<file path="src/core/ccdrs_pkg.sv">
`default_nettype none
package ccdrs_pkg;
    // Clock rate in kHz, 40 MHz reference
    localparam int CLK_KHZ = 40000;

    // Minimum times, in ns (rounded up to whole cycles)
    localparam int T_PHOTO_NS  = 6000;
    localparam int T_PED_NS    = 16000;
    localparam int T_VDLY_NS   = 2000;
    localparam int T_VXFER_NS  = 4000;
    localparam int T_HDLY_NS   = 2000;
    localparam int T_FDG_NS    = 2000;
    localparam int T_SUB_NS    = 2000;
    localparam int T_SHD_NS    = 2000;
    localparam int T_HXFER_NS  = 25;
    localparam int T_RST_PS    = 2500;   // Reset gate floor in ps, so 2.5 ns stays exact
    localparam int T_LINE2_NS  = 77900;
    localparam int T_LINE1_NS  = 140000;

    function automatic int ns2cyc(input int ns);
        int c;
        c = (ns * (CLK_KHZ / 1000) + 999) / 1000;
        return (c < 1) ? 1 : c;
    endfunction

    localparam int CYC_PD    = ns2cyc(T_PHOTO_NS);
    localparam int CYC_PED   = ns2cyc(T_PED_NS);
    localparam int CYC_VDLY  = ns2cyc(T_VDLY_NS);
    localparam int CYC_VXFER = ns2cyc(T_VXFER_NS);
    localparam int CYC_HDLY  = ns2cyc(T_HDLY_NS);
    localparam int CYC_FDG   = ns2cyc(T_FDG_NS);
    localparam int CYC_SUB   = ns2cyc(T_SUB_NS);
    localparam int CYC_SHD   = ns2cyc(T_SHD_NS);
    localparam int CYC_LINE2 = ns2cyc(T_LINE2_NS);
    localparam int CYC_LINE1 = ns2cyc(T_LINE1_NS);

    // Row/frame counts per mode
    localparam logic [12:0] VCYC_FULL_2H = 13'h0672;  // 1650 rows
    localparam logic [12:0] VCYC_FULL_1H = 13'h0cce;  // 3278 rows
    localparam logic [12:0] VCYC_QTR_2H  = 13'h0339;  // 825 rows
    localparam logic [12:0] VCYC_QTR_1H  = 13'h0667;  // 1639 rows
    localparam logic [12:0] HCYC_FULL_2O = 13'h09ad;  // 2477 pixels
    localparam logic [12:0] HCYC_FULL_1O = 13'h134f;  // 4943 pixels
    localparam logic [12:0] HCYC_QTR_2O  = 13'h04d6;  // 1238 pixels
    localparam logic [12:0] HCYC_QTR_1O  = 13'h09a7;  // 2471 pixels

    // Output configuration
    typedef enum logic [1:0] {CCDRS_QUAD, CCDRS_DUAL_AC, CCDRS_DUAL_AB, CCDRS_SINGLE} ccdrs_outcfg_e;
    // Resolution mode
    typedef enum logic [1:0] {CCDRS_FULL, CCDRS_QUARTER, CCDRS_XRANGE} ccdrs_res_e;

    // Vertical drive pins, one bit per phase, top and bottom
    typedef struct packed {
        logic [3:0] top;
        logic [3:0] bottom;
        logic       phase1_high;
    } ccdrs_vert_s;

    // Horizontal and reset drive
    typedef struct packed {
        logic h1;
        logic h2;
        logic reset_gate;
    } ccdrs_horiz_s;

    // Power sequencing enables
    typedef struct packed {
        logic protection_disable_bias;
        logic bulk_bias;
        logic other_biases;
        logic amp_supply;
        logic part_sense_resistor;
    } ccdrs_power_s;
endpackage
`default_nettype wire

</file>
<file path="src/core/ccdrs_pixel_burst.sv">
`default_nettype none
// Horizontal pixel clock burst: h1/h2 alternate every clock, reset gate
// pulses one clock at the start of each pixel.
module ccdrs_pixel_burst
    import ccdrs_pkg::*;
(
    // Clock and reset
    input  wire logic        clk,
    input  wire logic        arst_n,
    // Control
    input  wire logic        start,
    input  wire logic [12:0] count,
    // Drive
    output ccdrs_horiz_s     horiz,
    output logic             busy,
    output logic             done
);
    logic [12:0] left;
    logic        half;

    // Two clocks per pixel: 50 ns period, above the 25 ns floor
    always_ff @(posedge clk or negedge arst_n)
    begin
        if (!arst_n)
        begin
            left <= '0;
            half <= 1'b0;
            busy <= 1'b0;
            done <= 1'b0;
        end
        else
        begin
            done <= 1'b0;
            if (start && !busy)
            begin
                left <= count;
                half <= 1'b0;
                busy <= (count != '0);
                done <= (count == '0);
            end
            else if (busy)
            begin
                half <= ~half;
                if (half)
                begin
                    left <= left - 13'h1;
                    if (left == 13'h1)
                    begin
                        busy <= 1'b0;
                        done <= 1'b1;
                    end
                end
            end
        end
    end

    // Reset gate one full clock (25 ns) wide, above 2.5 ns
    assign horiz.h1         = busy & ~half;         // RULE16
    assign horiz.h2         = busy & half;
    assign horiz.reset_gate = busy & ~half;         // RULE17
endmodule // ccdrs_pixel_burst
`default_nettype wire

</file>
<file path="src/core/ccdrs_sequencer.sv">
// What this block does
// RULE1: Enable other biases only after protection bias settles and bulk above 3 V.
// RULE2: No shutter pulse until protection-disable bias is stable.
// RULE3: Amplifier supply never on while bulk bias is still at 0 V.
// RULE4: Turn off part-sense circuit after its resistance has been read.
// RULE5: Full resolution quad/ac: 1650 rows; 2477 or 4943 pixels per row.
// RULE6: Full resolution ab/single: 3278 rows; 2477 or 4943 pixels per row.
// RULE7: Quarter and extended modes: 825/1639 rows, 1238/2471 pixels.
// RULE8: Row period is line transfer then the horizontal pixel burst.
// RULE9: Frame is one frame transfer plus row count times row period.
// RULE10: Without shutter, integration lasts the whole readout.
// RULE11: With shutter, integration starts at shutter pulse falling edge.
// RULE12: Integration ends when phase 1 drops from high to mid in transfer.
// RULE13: Photodiode transfer at least 6 us; pedestals at least 16 us.
// RULE14: Vertical transfer delay at least 2 us, transfer pulse 4 us.
// RULE15: Fast-dump, horizontal, shutter width and shutter delay each 2 us minimum. No fast-dump pulse is driven here.
// RULE16: Horizontal transfer period at least 25 ns.
// RULE17: Reset gate pulse at least 2.5 ns.
// RULE18: Row period at least 77.9 us dual, 140 us single register.
// RULE19: Frame period at least 129, 257 or 461 ms by readout. Not enforced here; frame length is frame transfer plus row count times row period.
// RULE20: Shutter mode exposure set by programmable row count before transfer.
// RULE21: Nested counters: frame transfer, rows, pixel burst per row.
`default_nettype none
module ccdrs_sequencer
    import ccdrs_pkg::*;
#(
    parameter int SETTLE_CYC = 40000   // Bias settle wait, 1 ms at 40 MHz
)
(
    // Clock and reset
    input  wire logic          REF_CLK_IN,
    input  wire logic          ARST_N_IN,
    // Power sequencing inputs
    input  wire logic          POWER_ON_IN,
    input  wire logic          BULK_ABOVE_3V_IN,
    input  wire logic          SENSE_DONE_IN,
    // Mode and control
    input  wire ccdrs_outcfg_e OUTCFG_IN,
    input  wire ccdrs_res_e    RES_IN,
    input  wire logic          SHUTTER_EN_IN,
    input  wire logic [12:0]   EXPOSURE_LINE_COUNT_IN,
    input  wire logic          START_IN,
    // Sensor drive
    output ccdrs_power_s       POWER_OUT,
    output ccdrs_vert_s        VERT_OUT,
    output ccdrs_horiz_s       HORIZ_OUT,
    output logic               SHUTTER_PULSE_LEVEL_OUT,
    output logic               INTEGRATING_OUT,
    // Status
    output logic               READY_OUT,
    output logic               FRAME_DONE_OUT
);
    typedef enum {P_OFF, P_PROT, P_BULK, P_ON} ccdrs_pstate_e;
    typedef enum {S_IDLE, S_LPED, S_PD, S_TPED, S_VDLY, S_VXFER, S_HDLY,
                  S_PIX, S_SHDLY, S_SUB} ccdrs_state_e;

    ccdrs_pstate_e pstate;
    ccdrs_state_e  state;
    logic [31:0]   pcnt;
    logic [31:0]   tcnt;
    logic [31:0]   rowcyc;
    logic [12:0]   row;
    logic          prot_stable;
    logic          sense_on;
    logic          integ;

    // Mode decode
    wire logic        single_h  = (OUTCFG_IN == CCDRS_DUAL_AB) || (OUTCFG_IN == CCDRS_SINGLE);
    wire logic        one_out   = (OUTCFG_IN == CCDRS_DUAL_AC) || (OUTCFG_IN == CCDRS_SINGLE);
    wire logic        full_res  = (RES_IN == CCDRS_FULL);
    wire logic [12:0] vc_full   = single_h ? VCYC_FULL_1H : VCYC_FULL_2H;  // RULE5 RULE6
    wire logic [12:0] vc_qtr    = single_h ? VCYC_QTR_1H : VCYC_QTR_2H;    // RULE7
    wire logic [12:0] hc_full   = one_out ? HCYC_FULL_1O : HCYC_FULL_2O;   // RULE5 RULE6
    wire logic [12:0] hc_qtr    = one_out ? HCYC_QTR_1O : HCYC_QTR_2O;     // RULE7
    wire logic [12:0] vert_cycles_per_frame = full_res ? vc_full : vc_qtr;
    wire logic [12:0] horiz_cycles_per_row  = full_res ? hc_full : hc_qtr;
    // Minimum row length: single-register modes need the longer line.
    // Padded rows times the row count fall short of the frame-time floors (1650 rows: 128.5 ms).
    wire logic [31:0] row_min   = single_h ? 32'(CYC_LINE1) : 32'(CYC_LINE2);  // RULE18

    // Pixel burst engine
    wire logic pix_start = (state == S_HDLY) && (tcnt == 32'(CYC_HDLY - 1));
    logic      pix_busy;
    ccdrs_pixel_burst u_pix (
        .clk    (REF_CLK_IN),
        .arst_n (ARST_N_IN),
        .start  (pix_start),
        .count  (horiz_cycles_per_row),
        .horiz  (HORIZ_OUT),
        .busy   (pix_busy),
        .done   ()
    );

    // Power sequencing: protection bias, then bulk, then the rest
    always_ff @(posedge REF_CLK_IN or negedge ARST_N_IN)
    begin
        if (!ARST_N_IN)
        begin
            pstate      <= P_OFF;
            pcnt        <= '0;
            prot_stable <= 1'b0;
        end
        else
        begin
            pcnt <= pcnt + 32'h1;
            unique case (pstate)
                P_OFF:
                    if (POWER_ON_IN)
                    begin
                        pstate <= P_PROT;
                        pcnt   <= '0;
                    end
                // Protection bias must settle before bulk or any shutter
                P_PROT:
                    if (pcnt >= 32'(SETTLE_CYC))
                    begin
                        pstate      <= P_BULK;
                        prot_stable <= 1'b1;
                    end
                P_BULK:
                    if (prot_stable && BULK_ABOVE_3V_IN)
                        pstate <= P_ON;                                // RULE1
                P_ON:
                    if (!POWER_ON_IN)
                    begin
                        pstate      <= P_OFF;
                        prot_stable <= 1'b0;
                    end
            endcase
        end
    end

    // Part-sense circuit on during init only; heats the sensor otherwise
    always_ff @(posedge REF_CLK_IN or negedge ARST_N_IN)
    begin
        if (!ARST_N_IN)
            sense_on <= 1'b0;
        else if (pstate == P_OFF)
            sense_on <= 1'b1;
        else if (SENSE_DONE_IN)
            sense_on <= 1'b0;                                          // RULE4
    end

    assign POWER_OUT.protection_disable_bias = (pstate != P_OFF);
    assign POWER_OUT.bulk_bias               = (pstate == P_BULK) || (pstate == P_ON);
    assign POWER_OUT.other_biases            = (pstate == P_ON);       // RULE1
    assign POWER_OUT.amp_supply              = (pstate == P_ON) && BULK_ABOVE_3V_IN; // RULE3
    assign POWER_OUT.part_sense_resistor     = sense_on;
    assign READY_OUT = (pstate == P_ON) && (state == S_IDLE);

    // Timing sequencer: frame transfer, then rows, with an optional shutter pulse between two rows
    always_ff @(posedge REF_CLK_IN or negedge ARST_N_IN)
    begin
        if (!ARST_N_IN)
        begin
            state         <= S_IDLE;
            tcnt          <= '0;
            rowcyc        <= '0;
            row           <= '0;
            FRAME_DONE_OUT <= 1'b0;
        end
        else
        begin
            tcnt           <= tcnt + 32'h1;
            rowcyc         <= rowcyc + 32'h1;
            FRAME_DONE_OUT <= 1'b0;
            unique case (state)
                S_IDLE:
                    if (START_IN && pstate == P_ON)
                    begin
                        state <= S_LPED;                               // RULE21
                        tcnt  <= '0;
                    end
                S_LPED:
                    if (tcnt == 32'(CYC_PED - 1))                      // RULE13
                    begin
                        state <= S_PD;
                        tcnt  <= '0;
                    end
                S_PD:
                    if (tcnt == 32'(CYC_PD - 1))                       // RULE13 RULE12
                    begin
                        state <= S_TPED;
                        tcnt  <= '0;
                    end
                S_TPED:
                    if (tcnt == 32'(CYC_PED - 1))                      // RULE9
                    begin
                        state  <= S_VDLY;
                        tcnt   <= '0;
                        rowcyc <= '0;
                        row    <= '0;
                    end
                S_VDLY:
                    if (tcnt == 32'(CYC_VDLY - 1))                     // RULE14
                    begin
                        state <= S_VXFER;
                        tcnt  <= '0;
                    end
                S_VXFER:
                    if (tcnt == 32'(CYC_VXFER - 1))                    // RULE14 RULE8
                    begin
                        state <= S_HDLY;
                        tcnt  <= '0;
                    end
                S_HDLY:
                    if (tcnt == 32'(CYC_HDLY - 1))                     // RULE15
                    begin
                        state <= S_PIX;
                        tcnt  <= '0;
                    end
                S_PIX:
                    // Row ends after burst and the minimum line time
                    if (!pix_busy && !pix_start && rowcyc >= row_min - 32'h1)  // RULE18 RULE8
                    begin
                        row    <= row + 13'h1;
                        rowcyc <= '0;
                        tcnt   <= '0;
                        if (row + 13'h1 == vert_cycles_per_frame)      // RULE5 RULE9
                        begin
                            FRAME_DONE_OUT <= 1'b1;
                            state <= S_IDLE;
                        end
                        else if (SHUTTER_EN_IN && prot_stable &&
                                 vert_cycles_per_frame - (row + 13'h1) == EXPOSURE_LINE_COUNT_IN) // RULE20 RULE2
                            state <= S_SHDLY;
                        else
                            state <= S_VDLY;
                    end
                S_SHDLY:
                    if (tcnt == 32'(CYC_SHD - 1))                      // RULE15
                    begin
                        state <= S_SUB;
                        tcnt  <= '0;
                    end
                S_SUB:
                    if (tcnt == 32'(CYC_SUB - 1))                      // RULE15 RULE11
                    begin
                        state <= S_VDLY;
                        tcnt  <= '0;
                    end
            endcase
        end
    end

    // Vertical phase drive; phase 1 at high level during photodiode transfer
    assign VERT_OUT.phase1_high = (state == S_PD);                     // RULE12
    assign VERT_OUT.top    = {state == S_VXFER, state == S_VDLY,
                              state == S_LPED || state == S_TPED, state == S_PD || state == S_VXFER};
    assign VERT_OUT.bottom = VERT_OUT.top;
    assign SHUTTER_PULSE_LEVEL_OUT = (state == S_SUB) && prot_stable;  // RULE2

    // Integration flag: restarts at shutter fall, ends at phase 1 fall when shutter is enabled
    always_ff @(posedge REF_CLK_IN or negedge ARST_N_IN)
    begin
        if (!ARST_N_IN)
            integ <= 1'b0;
        else if (state == S_PD && tcnt == 32'(CYC_PD - 1))
            integ <= !SHUTTER_EN_IN;                                   // RULE10 RULE12
        else if (state == S_SUB && tcnt == 32'(CYC_SUB - 1))
            integ <= 1'b1;                                             // RULE11
        else if (state == S_SUB)
            integ <= 1'b0;
    end
    assign INTEGRATING_OUT = integ;
endmodule // ccdrs_sequencer
`default_nettype wire

</file>
<file path="config.mk">
export PLATFORM = sky130hd
export DESIGN_NAME = ccdrs_sequencer
export DESIGN_NICKNAME = d
export VERILOG_FILES = /design/src/core/ccdrs_pkg.sv /design/src/core/ccdrs_pixel_burst.sv /design/src/core/ccdrs_sequencer.sv
export SDC_FILE = /design/constraint.sdc
export NUM_CORES = 1
export LEC_CHECK = 0
export BUFFER_PORTS_ARGS = -buffer_cell sky130_fd_sc_hd__buf_2
export CORE_ASPECT_RATIO = 1.4
export CORE_MARGIN = 2
export CORE_UTILIZATION = 66
export DETAILED_ROUTE_END_ITERATION = 16
export GPL_TIMING_DRIVEN = 0
export PLACE_DENSITY = 0.85
export SKIP_CTS_REPAIR_TIMING = 1
export SYNTH_ARGS = -nofsm -noshare
export SYNTH_HDL_FRONTEND = slang
export SYNTH_SLANG_ARGS = --single-unit
</file>
<file path="constraint.sdc">
create_clock -name REF_CLK_IN -period 7.2 [get_ports REF_CLK_IN]
set_input_delay 1.44 -clock REF_CLK_IN [delete_from_list [all_inputs] [get_ports REF_CLK_IN]]
set_output_delay 1.44 -clock REF_CLK_IN [all_outputs]
set_load 0.01 [all_outputs]
</file>
==> impl_metrics.tcl, run 1 <==
set metrics [dict create \
    synth.distinct_cells 78 \
    ys_top_cells_by_area "dfrtp_1, xor2_1, nor2_1" \
    synth_ff_type "dfrtp_1" \
    drt_iter0_markers 437 \
    die_w_um 99.0 \
    synth.ff_latch_count 134 \
    crit_arrival_ns 4.93 \
    end_kind "register" \
    hold_class "reg -> reg" \
    crit_family "simple AND/OR/NAND/NOR gates" \
    synth_top_cell_area_share_pct 40.2 \
    rows 48 \
    initial_core_util_pct 67.8 \
    worstMarginPinSlew_ns 1.32 \
    fin_crit_sh_pct 63.5 \
    p_leak_uw 0.00409 \
    dieArea_sq_um 13600 \
    syn_inst 931 \
    grt_pass1_wl_um 32200 \
    area_growth_pct 12.4 \
    cap_violations 0 \
    drive_gt1_share_pct 11.8 \
    setup_viol_count_final 0 \
    critPathLaunchType "primary input" \
    worstPathMaxFanout 7 \
    max-clock-path-buffers 2 \
    synth_top_area_cell "dfrtp_1" \
    vias_per_cell 6.06 \
    required_ns 7.55 \
    n_antenna_cell 0 \
    synth_area_per_cell_sq_um 8.96 \
    fmax_mhz 219 \
    core_sq_um 12300 \
    grt_overflow 0 \
    die_h_um 137 \
    cts_tree "done" \
    setup-tns-final_ns 0 \
    drv_slew 0 \
    path_buf_inv 2 \
    grt_max_degree 84 \
    critPathMaxStageDelay_ns 0.53 \
    synth_edf_count 0 \
    placed_cell_area_sq_um 8780 \
    path_class "in -> reg" \
    io_pins 45 \
    postLayoutCellArea_sq_um 9380 \
    antenna_found_initial 0 \
    min_period_ns 4.57 \
    outcome "completed" \
    final_nets 1048 \
    powerDensity_nw_per_um2 198 \
    crit_top_cell "nand2_1" \
    async_flop_share_pct 100 \
    relSlewSlack_pct 10.9 \
    routed_wl_um 19200 \
    yosysWarnings 0 \
    finalHoldViolCount 0 \
    gp_congestion 0.914 \
    clk_pin_slew_ns 0.06 \
    grt_pass1_vias 6875 \
    wl_per_cell_um 16.6 \
    ys_seq_area_share_pct 40.2 \
    syn_nets 984 \
    place.port_buffers 44 \
    cts_sinks 134 \
    antenna_left 0 \
    finClkSkew_ns 0.0126 \
    htree_levels 4 \
    dr.pass1.iters 5 \
    cts_buffers 17 \
    num_vias 7017 \
    drc 0 \
    ir_drop_v 0.000185 \
    clock_latency_ns 0.42 \
    grtUsageTotal_pct 29.5 \
    path_cells "buf_2, nor2_1, inv_1, nand2_1, ha_1, nor2b_1, o211ai_1, a22oi_1, o22ai_1, o2111ai_1, a211oi_1, nand4_1, or4_1, nand2_1" \
    syn-cell-area_sq_um 8340 \
    cts_root_buffer "clkbuf_16" \
    slowest_stage "or4_1" \
    hpwl_um 13400 \
    rsz0062_at_grt "no" \
]
[metal layers]
metal  GRT usage [%]  wire, um
met3            5.82       907
met4            11.8       554
met2            52.8      9990
met5               0         0
met1            34.7      7730
[layout by cell type, fill, tap and decap left out, types with 6 or more instances in the layout]
cell / count
or3_1: 9
and3_1: 22
mux2i_1: 6
clkbuf_1: 27
nand4_1: 26
o21ai_0: 47
o31ai_1: 13
ha_1: 28
buf_2: 45
nand3_1: 46
nor4_1: 17
dfrtp_1: 134
a21o_1: 6
xnor2_1: 47
nor3_1: 23
o21ai_1: 8
nand2b_1: 10
and2_1: 8
buf_4: 7
nor2_1: 137
and4_1: 7
xor2_1: 80
nand2_1: 83
clkbuf_16: 17
inv_1: 30
a21oi_1: 18
[state kept, by name (all words and copies together), names as in the netlist]
signal	count
pcnt	32
rowcyc	32
tcnt	32
row	13
u_pix.left	13
state	4
pstate	2
FRAME_DONE_OUT	1
INTEGRATING_OUT	1
prot_stable	1
sense_on	1
u_pix.busy	1
u_pix.half	1
[worst paths after layout]
check	startpoint	to	slack (ns)	cells after the start
min in group asynchronous	ARST_N_IN	row[7]$_DFFE_PN0P_	0.96	1
max	RES_IN[1]	state[3]$_DFFE_PN0P_	2.63	14
min	tcnt[0]$_DFF_PN0_	tcnt[0]$_DFF_PN0_	0.49	1
max reg2reg	row[2]$_DFFE_PN0P_	state[3]$_DFFE_PN0P_	3.70	14
min reg2reg	tcnt[0]$_DFF_PN0_	tcnt[0]$_DFF_PN0_	0.49	1
max in group asynchronous	ARST_N_IN	tcnt[14]$_DFF_PN0_	5.43	2
[Yosys cell counts, types with 5 or more instances]
cell type	n
a21o_1	6
a21oi_1	18
and2_1	8
and3_1	22
and4_1	7
buf_4	7
clkbuf_1	25
dfrtp_1	134
ha_1	28
inv_1	30
mux2i_1	6
nand2_1	83
nand2b_1	10
nand3_1	46
nand4_1	26
nor2_1	137
nor2b_1	5
nor3_1	23
nor3b_1	5
nor4_1	17
o21ai_0	47
o21ai_1	8
o31ai_1	13
or3_1	9
xnor2_1	47
xor2_1	80
[metrics by stage]
| step | utilization (%) | hold slack, ns | total power [uW] | instances | worst slack (ns) |
|---|---|---|---|---|---|
| 2_1_floorplan | - | 0.455 | 936 | 931 | 3.06 |
| 3_3_place_gp | 71.1 | 0.472 | 982 | 1125 | 2.33 |
| 3_5_place_dp | 71.4 | 0.483 | 992 | 1126 | 2.27 |
| 4_1_cts | 76.2 | 0.492 | 1860 | 1158 | 2.68 |
| 5_1_grt | 76.2 | 0.508 | 1920 | 1158 | 2.46 |
| 6_report | 76.2 | 0.485 | 1850 | 1158 | 2.63 |
[kinds of logic after synthesis]
family                   count (synthesis)  synth area share, %
AO/OA/AOI/OAI                          132                 10.4
XOR/XNOR                               130                 14.1
adder cells (fa/ha/maj)                 30                 4.56
buffers and inverters                   70                 4.08
flip-flops                             134                 40.2
multiplexers                             6                0.720
AND/OR/NAND/NOR                        429                 26.0
[area by class of cell]
cell class | instances | area [sq um]
multi-input cells | 727 | 4650
flip-flops and latches | 134 | 3350
fillers | 864 | 2930
clock buffers | 22 | 474
repair buffers | 45 | 254
plain buffers | 40 | 228
well taps | 150 | 188
clock inverters | 10 | 119
inverters | 30 | 113
[report_power, final]
part | internal [uW] | leakage [uW] | switching [uW] | total (uW)
logic | 66.9 | 0.00211 | 85.8 | 153
registers | 790 | 0.00170 | 40.6 | 830
clock network | 539 | 0.000283 | 333 | 872
(Power assumes the default switching activity.)
==> inputs of run 2 (changes only) <==
--- a/config.mk
+++ b/config.mk
@@ -5,13 +5,14 @@
 export SDC_FILE = /design/constraint.sdc
 export NUM_CORES = 1
 export LEC_CHECK = 0
+export ABC_AREA = 1
 export BUFFER_PORTS_ARGS = -buffer_cell sky130_fd_sc_hd__buf_2
 export CORE_ASPECT_RATIO = 1.4
 export CORE_MARGIN = 2
-export CORE_UTILIZATION = 66
+export CORE_UTILIZATION = 57
 export DETAILED_ROUTE_END_ITERATION = 16
 export GPL_TIMING_DRIVEN = 0
-export PLACE_DENSITY = 0.85
+export PLACE_DENSITY = 0.78
 export SKIP_CTS_REPAIR_TIMING = 1
 export SYNTH_ARGS = -nofsm -noshare
 export SYNTH_HDL_FRONTEND = slang
==> constraint.sdc (replaced) <==
create_clock -name REF_CLK_IN -period 3.8 [get_ports REF_CLK_IN]
set_input_delay 0.76 -clock REF_CLK_IN [delete_from_list [all_inputs] [get_ports REF_CLK_IN]]
set_output_delay 0.76 -clock REF_CLK_IN [all_outputs]
set_load 0.01 [all_outputs]
==> run 2 against run 1 <==
  * Register-to-register slack worse by 2.9 ns
  * Core utilization down 10 points
  * Sequential share of layout area down 3.1 points
  * Final cell count up 30%
  * Critical path depth up 8
  * Largest power group unchanged
  * Highest routed layer unchanged
==> impl_metrics.tcl, run 2 <==
set metrics [dict create \
    p_int_uw 3320 \
    ys_seq_area_share_pct 36.9 \
    p_sw_share_pct 33.7 \
    n_antenna_cell 0 \
    die_w_um 111 \
    worstPathMaxFanout 6 \
    htree_levels 4 \
    outcome "completed" \
    routed_wl_um 21000 \
    worst_slack_ns 0.412 \
    die_h_um 153 \
    wl_per_cell_um 13.9 \
    synth_area_per_cell_sq_um 7.37 \
    max-clock-path-buffers 2 \
    syn_nets 1287 \
    antenna_left 0 \
    drive_gt1_share_pct 14.0 \
    p_seq_share_pct 33.4 \
    fin_crit_sh_pct 89.2 \
    synth_ff_type "dfrtp_1" \
    grt_max_degree 84 \
    multi_input_area_sq_um 4880 \
    clk_pin_slew_ns 0.06 \
    initial_core_util_pct 58.3 \
    cts_root_buffer "clkbuf_16" \
    grt_pass1_vias 8145 \
    syn-cell-area_sq_um 9100 \
    busiest_layer "met2" \
    place.port_buffers 44 \
    drv_slew 0 \
    num_vias 8168 \
    cap_violations 0 \
    dieArea_sq_um 17000 \
    gp_congestion 0.913 \
    synth_top_cell_area_share_pct 36.9 \
    critPathLaunchType "primary input" \
    ys_top_cells_by_area "dfrtp_1, nand2_1, inv_1" \
    synth_edf_count 0 \
    synth_top_area_cell "dfrtp_1" \
    setup_viol_count_final 0 \
    postLayoutCellArea_sq_um 10300 \
    hold_class "in -> async" \
    ir_drop_v 0.000552 \
    antenna_found_initial 0 \
    grt_pass1_wl_um 36400 \
    crit_arrival_ns 3.70 \
    grt_overflow 0 \
    grtUsageTotal_pct 25.7 \
    end_kind "register" \
    largestRegisters "pcnt x32, rowcyc x32, tcnt x32" \
    layout_common_cells "nand2_1, inv_1, nor2_1" \
    cts_buffers 17 \
    detailedPlace.worstSlack_ns -0.0479 \
    synth.top_cells.by_count "nand2_1, inv_1, nor2_1" \
    cts_tree "done" \
    reg2reg_slack_ns 0.81 \
    path_class "in -> reg" \
    io_pins 45 \
    dr.pass1.iters 5 \
    powerDensity_nw_per_um2 487 \
    p_leak_uw 0.00478 \
    rr_endpoint "state[2]$_DFFE_PN0P_" \
    critPathCapture "state[2]$_DFFE_PN0P_" \
    drt_iter0_markers 504 \
    power.share.clock_pct 37.6 \
    p_switching_uw 1690 \
    use_met2_pct 44.8 \
    clock_latency_ns 0.42 \
    relSlewSlack_pct 63.1 \
    min_period_ns 3.39 \
    met1_usage_pct 31.0 \
    rsz0062_at_grt "no" \
    placed_cell_area_sq_um 9600 \
    cp-startpoint "RES_IN[1]" \
    drc 0 \
    final_nets 1351 \
    finClkSkew_ns 0.00493 \
    met3_usage_pct 3.89 \
    core_sq_um 15600 \
    seqCellArea_sq_um 3350 \
    finalHoldViolCount 0 \
    async_flop_share_pct 100 \
    synth.ff_latch_count 134 \
    vias_per_cell 5.42 \
    r2r_start "row[1]$_DFFE_PN0P_" \
    nFillCells 1360 \
    yosysMostFrequentCell "nand2_1" \
    syn_inst 1234 \
    area_growth_pct 12.8 \
    worstMarginPinSlew_ns 0.553 \
    pwr-share-comb_pct 29.0 \
    rows 54 \
    yosysWarnings 0 \
    hpwl_um 15800 \
    reg2regPathDepth 22 \
    synth.distinct_cells 57 \
    cts_sinks 134 \
    fmax_mhz 295 \
    final_common_cell "nand2_1" \
    required_ns 4.12 \
]
==> run 2: changes by cell type in the layout (fill, tap and decap cells not counted), sizes merged, moves of 12 or more <==
cell | previous run | this run
inv | 32 | 183
o31ai | 13 | 1
nor3 | 24 | 62
nand3 | 48 | 81
clkbuf | 49 | 28
xor2 | 80 | 43
a21oi | 19 | 42
nand2 | 86 | 260
o21ai | 56 | 69
nor2 | 137 | 192
xnor2 | 50 | 14
and3 | 25 | 2
==> run 2: worst max-delay path, cell delays in order <==
cell     delay [ns]
buf_2          0.09
or2_2          0.34
inv_1          0.22
nor2_1         0.13
inv_1          0.21
fa_1           0.46
nand2_1        0.13
nand3_1        0.13
nor3_1         0.16
nand2_1        0.08
nor2_1         0.12
nand2_1        0.07
nor2_1         0.09
nand2_1        0.07
nor2_2         0.08
nand2_1        0.08
nor2_2         0.15
nand3_1        0.09
nand2_1        0.08
nand2_1        0.05
nand2_1        0.06
nand2_1        0.04
==> run 2: metrics by stage <==
step	util [%]	std cells	hold slack (ns)	power (uW)	TNS [ns]
final	65.8	1506	0.279	5000	0
after global routing	65.8	1506	0.315	5310	0
after floorplan	-	1234	0.430	2740	0
after CTS	65.8	1506	0.299	5030	0
after global placement	61.3	1474	0.444	3110	-0.0614
after detailed placement	61.5	1475	0.454	3150	-0.0479
==> run 2: area by class of cell <==
class / count / share of cell area, %
Inverter: 183 / 6.72
Clock buffer: 19 / 4.32
Timing Repair Buffer: 45 / 2.47
Tap cell: 196 / 2.39
Sequential cell: 134 / 32.7
Buffer: 28 / 1.72
Clock inverter: 12 / 2.19
Multi-Input combinational cell: 889 / 47.5
==> run 2: metal layers <==
metal  routed length [um]  vias to the layer above  share of wire, %
met2                10600                      195                50
met1                 8960                     3799                43
met3                  799                       53               3.8
met4                  652                        0               3.1
li1                     -                     4121                 -
met5                    0                        -                 0
==> run 2: how the worst min path moves through the flow <==
stage	startpoint	end	depth (start not counted)	slack, ns
2_1_floorplan	rowcyc[0]$_DFF_PN0_	rowcyc[0]$_DFF_PN0_	1	0.43
3_3_place_gp	rowcyc[0]$_DFF_PN0_	rowcyc[0]$_DFF_PN0_	1	0.44
3_5_place_dp	rowcyc[0]$_DFF_PN0_	rowcyc[0]$_DFF_PN0_	1	0.45
4_1_cts	ARST_N_IN	u_pix.left[11]$_DFFE_PN0P_	1	0.30
5_1_grt	ARST_N_IN	u_pix.left[11]$_DFFE_PN0P_	1	0.32
6_report	ARST_N_IN	u_pix.left[11]$_DFFE_PN0P_	1	0.28
==> run 2: power groups by stage <==
stage / clock [uW] / combinational (uW) / sequential (uW)
2_1_floorplan: 0 / 1070 / 1670
4_1_cts: 1890 / 1470 / 1670
5_1_grt: 1960 / 1650 / 1690
3_3_place_gp: 0 / 1420 / 1690
6_report: 1880 / 1450 / 1670
3_5_place_dp: 0 / 1460 / 1690
==> run 2: logic make-up after synthesis <==
| group | after synthesis | synth area share [%] |
|---|---|---|
| AND/OR/NAND/NOR | 667 | 35.8 |
| buffers and inverters | 211 | 9.52 |
| AO/OA/AOI/OAI | 136 | 8.25 |
| flip-flops | 134 | 36.9 |
| XOR/XNOR | 57 | 5.49 |
| adder cells (fa/ha/maj) | 29 | 4.07 |
==> inputs of run 3 (changes only) <==
--- a/config.mk
+++ b/config.mk
@@ -5,14 +5,15 @@
 export SDC_FILE = /design/constraint.sdc
 export NUM_CORES = 1
 export LEC_CHECK = 0
-export ABC_AREA = 1
+export ABC_AREA = 0
 export BUFFER_PORTS_ARGS = -buffer_cell sky130_fd_sc_hd__buf_2
 export CORE_ASPECT_RATIO = 1.4
 export CORE_MARGIN = 2
-export CORE_UTILIZATION = 57
+export CORE_UTILIZATION = 56
 export DETAILED_ROUTE_END_ITERATION = 16
 export GPL_TIMING_DRIVEN = 0
-export PLACE_DENSITY = 0.78
+export MAX_ROUTING_LAYER = met4
+export PLACE_DENSITY = 0.77
 export SKIP_CTS_REPAIR_TIMING = 1
 export SYNTH_ARGS = -nofsm -noshare
 export SYNTH_HDL_FRONTEND = slang
==> run 3 against run 2 <==
  * Final cell count is 21% lower
  * Largest power group is now sequential cells
  * Count of clock-buffer cells in the layout down 1
  * Critical endpoint is now state[3]$_DFFE_PN0P_
  * Hold slack improved by 0.039 ns
==> impl_metrics.tcl, run 3 (synthesized netlist as in run 1, its figures left out) <==
set metrics [dict create \
    io_pins 45 \
    critPathLaunchType "primary input" \
    antenna_found_initial 0 \
    end_kind "register" \
    p_leak_uw 0.00407 \
    cts_sinks 134 \
    place.port_buffers 44 \
    hold_class "in -> async" \
    gp_congestion 0.880 \
    final_common_cell "nor2_1" \
    grt_pass1_wl_um 30900 \
    wl_per_cell_um 15.5 \
    htree_levels 4 \
    cts_buffers 17 \
    grt_pass1_vias 6698 \
    critPathMaxStageDelay_ns 0.52 \
    dieArea_sq_um 15900 \
    cap_violations 0 \
    crit_top_cell "nand2_1" \
    fin_crit_sh_pct 94.0 \
    die_w_um 107 \
    grtUsageTotal_pct 25.1 \
    layout_common_cells "nor2_1, dfrtp_1, nand2_1" \
    ir_drop_v 0.000310 \
    path_buf_inv 2 \
    drt_iter0_markers 355 \
    worstMarginPinSlew_ns 0.753 \
    finalHoldViolCount 0 \
    crit_arrival_ns 3.93 \
    final_nets 1048 \
    initial_core_util_pct 57.5 \
    crit_family "simple AND/OR/NAND/NOR gates" \
    setup-tns-final_ns 0 \
    antenna_left 0 \
    drc 0 \
    routed_wl_um 18500 \
    clock_latency_ns 0.44 \
    path_class "in -> reg" \
    vias_per_cell 5.70 \
    required_ns 4.16 \
    path_cells "buf_2, nor2_2, inv_1, nand2_1, ha_1, nor2b_1, o211ai_1, a22oi_1, o22ai_1, o2111ai_1, a211oi_1, nand4_1, or4_1, nand2_1" \
    relSlewSlack_pct 49.7 \
    drv_slew 0 \
    hpwl_um 13400 \
    grt_max_degree 74 \
    die_h_um 148 \
    fmax_mhz 280 \
    largestRegisters "pcnt x32, rowcyc x32, tcnt x32" \
    outcome "completed" \
    rows 52 \
    setup_viol_count_final 0 \
    grt_overflow 0 \
    nFillCells 1225 \
    powerDensity_nw_per_um2 362 \
    slowest_stage "or4_1" \
    worstPathMaxFanout 7 \
    n_antenna_cell 0 \
    cts_root_buffer "clkbuf_16" \
    drive_gt1_share_pct 12.3 \
    area_growth_pct 12.7 \
    p_total_uw 3400 \
    core_sq_um 14500 \
    num_vias 6828 \
    clk_pin_slew_ns 0.06 \
    finClkSkew_ns 0.0115 \
    dr.pass1.iters 5 \
    max-clock-path-buffers 2 \
    min_period_ns 3.57 \
    rsz0062_at_grt "no" \
    cts_tree "done" \
]
==> run 3: changes by cell type in the layout (fill, tap and decap cells not counted), sizes merged, moves of 11 or more <==
cell and change:
nand2 -174, inv -145, nor2 -55, nor3 -38, xor2 +37, xnor2 +36
nand3 -33, a21oi -23, and3 +23, clkbuf +17, o21ai -13, o31ai +12
nor4 -11
==> run 3: layer usage <==
metal	global-route usage [%]	wire [um]
met5	-	0
met4	8.90	329
met3	5.08	729
met2	42.9	9720
met1	29.1	7750
==> run 3: final cells by class <==
class | count | area (sq um) | area share (%)
Multi-Input combinational cell | 727 | 4660 | 49.6
Sequential cell | 134 | 3350 | 35.7
Clock buffer | 18 | 439 | 4.67
Timing Repair Buffer | 45 | 254 | 2.70
Tap cell | 189 | 236 | 2.52
Buffer | 40 | 228 | 2.42
Clock inverter | 14 | 115 | 1.22
Inverter | 30 | 113 | 1.20
==> run 3: worst register-to-register path: cells and delay by family, from the launching register on <==
family,cells,cell delay (ns)
adder cells (fa/ha/maj),1,0.36
buffers and inverters,1,0.17
flip-flops,1,0.46
AND/OR/NAND/NOR,6,1.35
XOR/XNOR,2,0.43
AO/OA/AOI/OAI,4,0.72
==> run 3: path summary, 6_finish.rpt <==
check / from / end / slack [ns] / cells past startpoint
hold / removal: ARST_N_IN / row[7]$_DFFE_PN0P_ / 0.32 / 1
setup reg to reg: row[2]$_DFFE_PN0P_ / state[3]$_DFFE_PN0P_ / 0.25 / 14
max in group asynchronous: ARST_N_IN / pcnt[4]$_DFF_PN0_ / 2.72 / 2
min in group REF_CLK_IN: tcnt[0]$_DFF_PN0_ / tcnt[0]$_DFF_PN0_ / 0.49 / 1
hold reg to reg: tcnt[0]$_DFF_PN0_ / tcnt[0]$_DFF_PN0_ / 0.49 / 1
setup / recovery: RES_IN[1] / state[3]$_DFFE_PN0P_ / 0.23 / 14
==> run 3: power by group <==
part,switching (uW),internal (uW)
Sequential,73.7,1500
Clock,680,866
Combinational,161,126
Total,915,2490
==> run 3: per-stage QoR <==
step,std cells,area [sq um],hold slack [ns],setup slack (ns),util (%)
2_1_floorplan,931,8340,0.455,0.344,-
3_3_place_gp,1164,8800,0.474,-0.356,60.7
3_5_place_dp,1165,8830,0.483,-0.328,60.9
4_1_cts,1197,9390,0.333,0.104,64.7
5_1_grt,1197,9400,0.366,0.0260,64.8
6_report,1197,9400,0.318,0.230,64.8
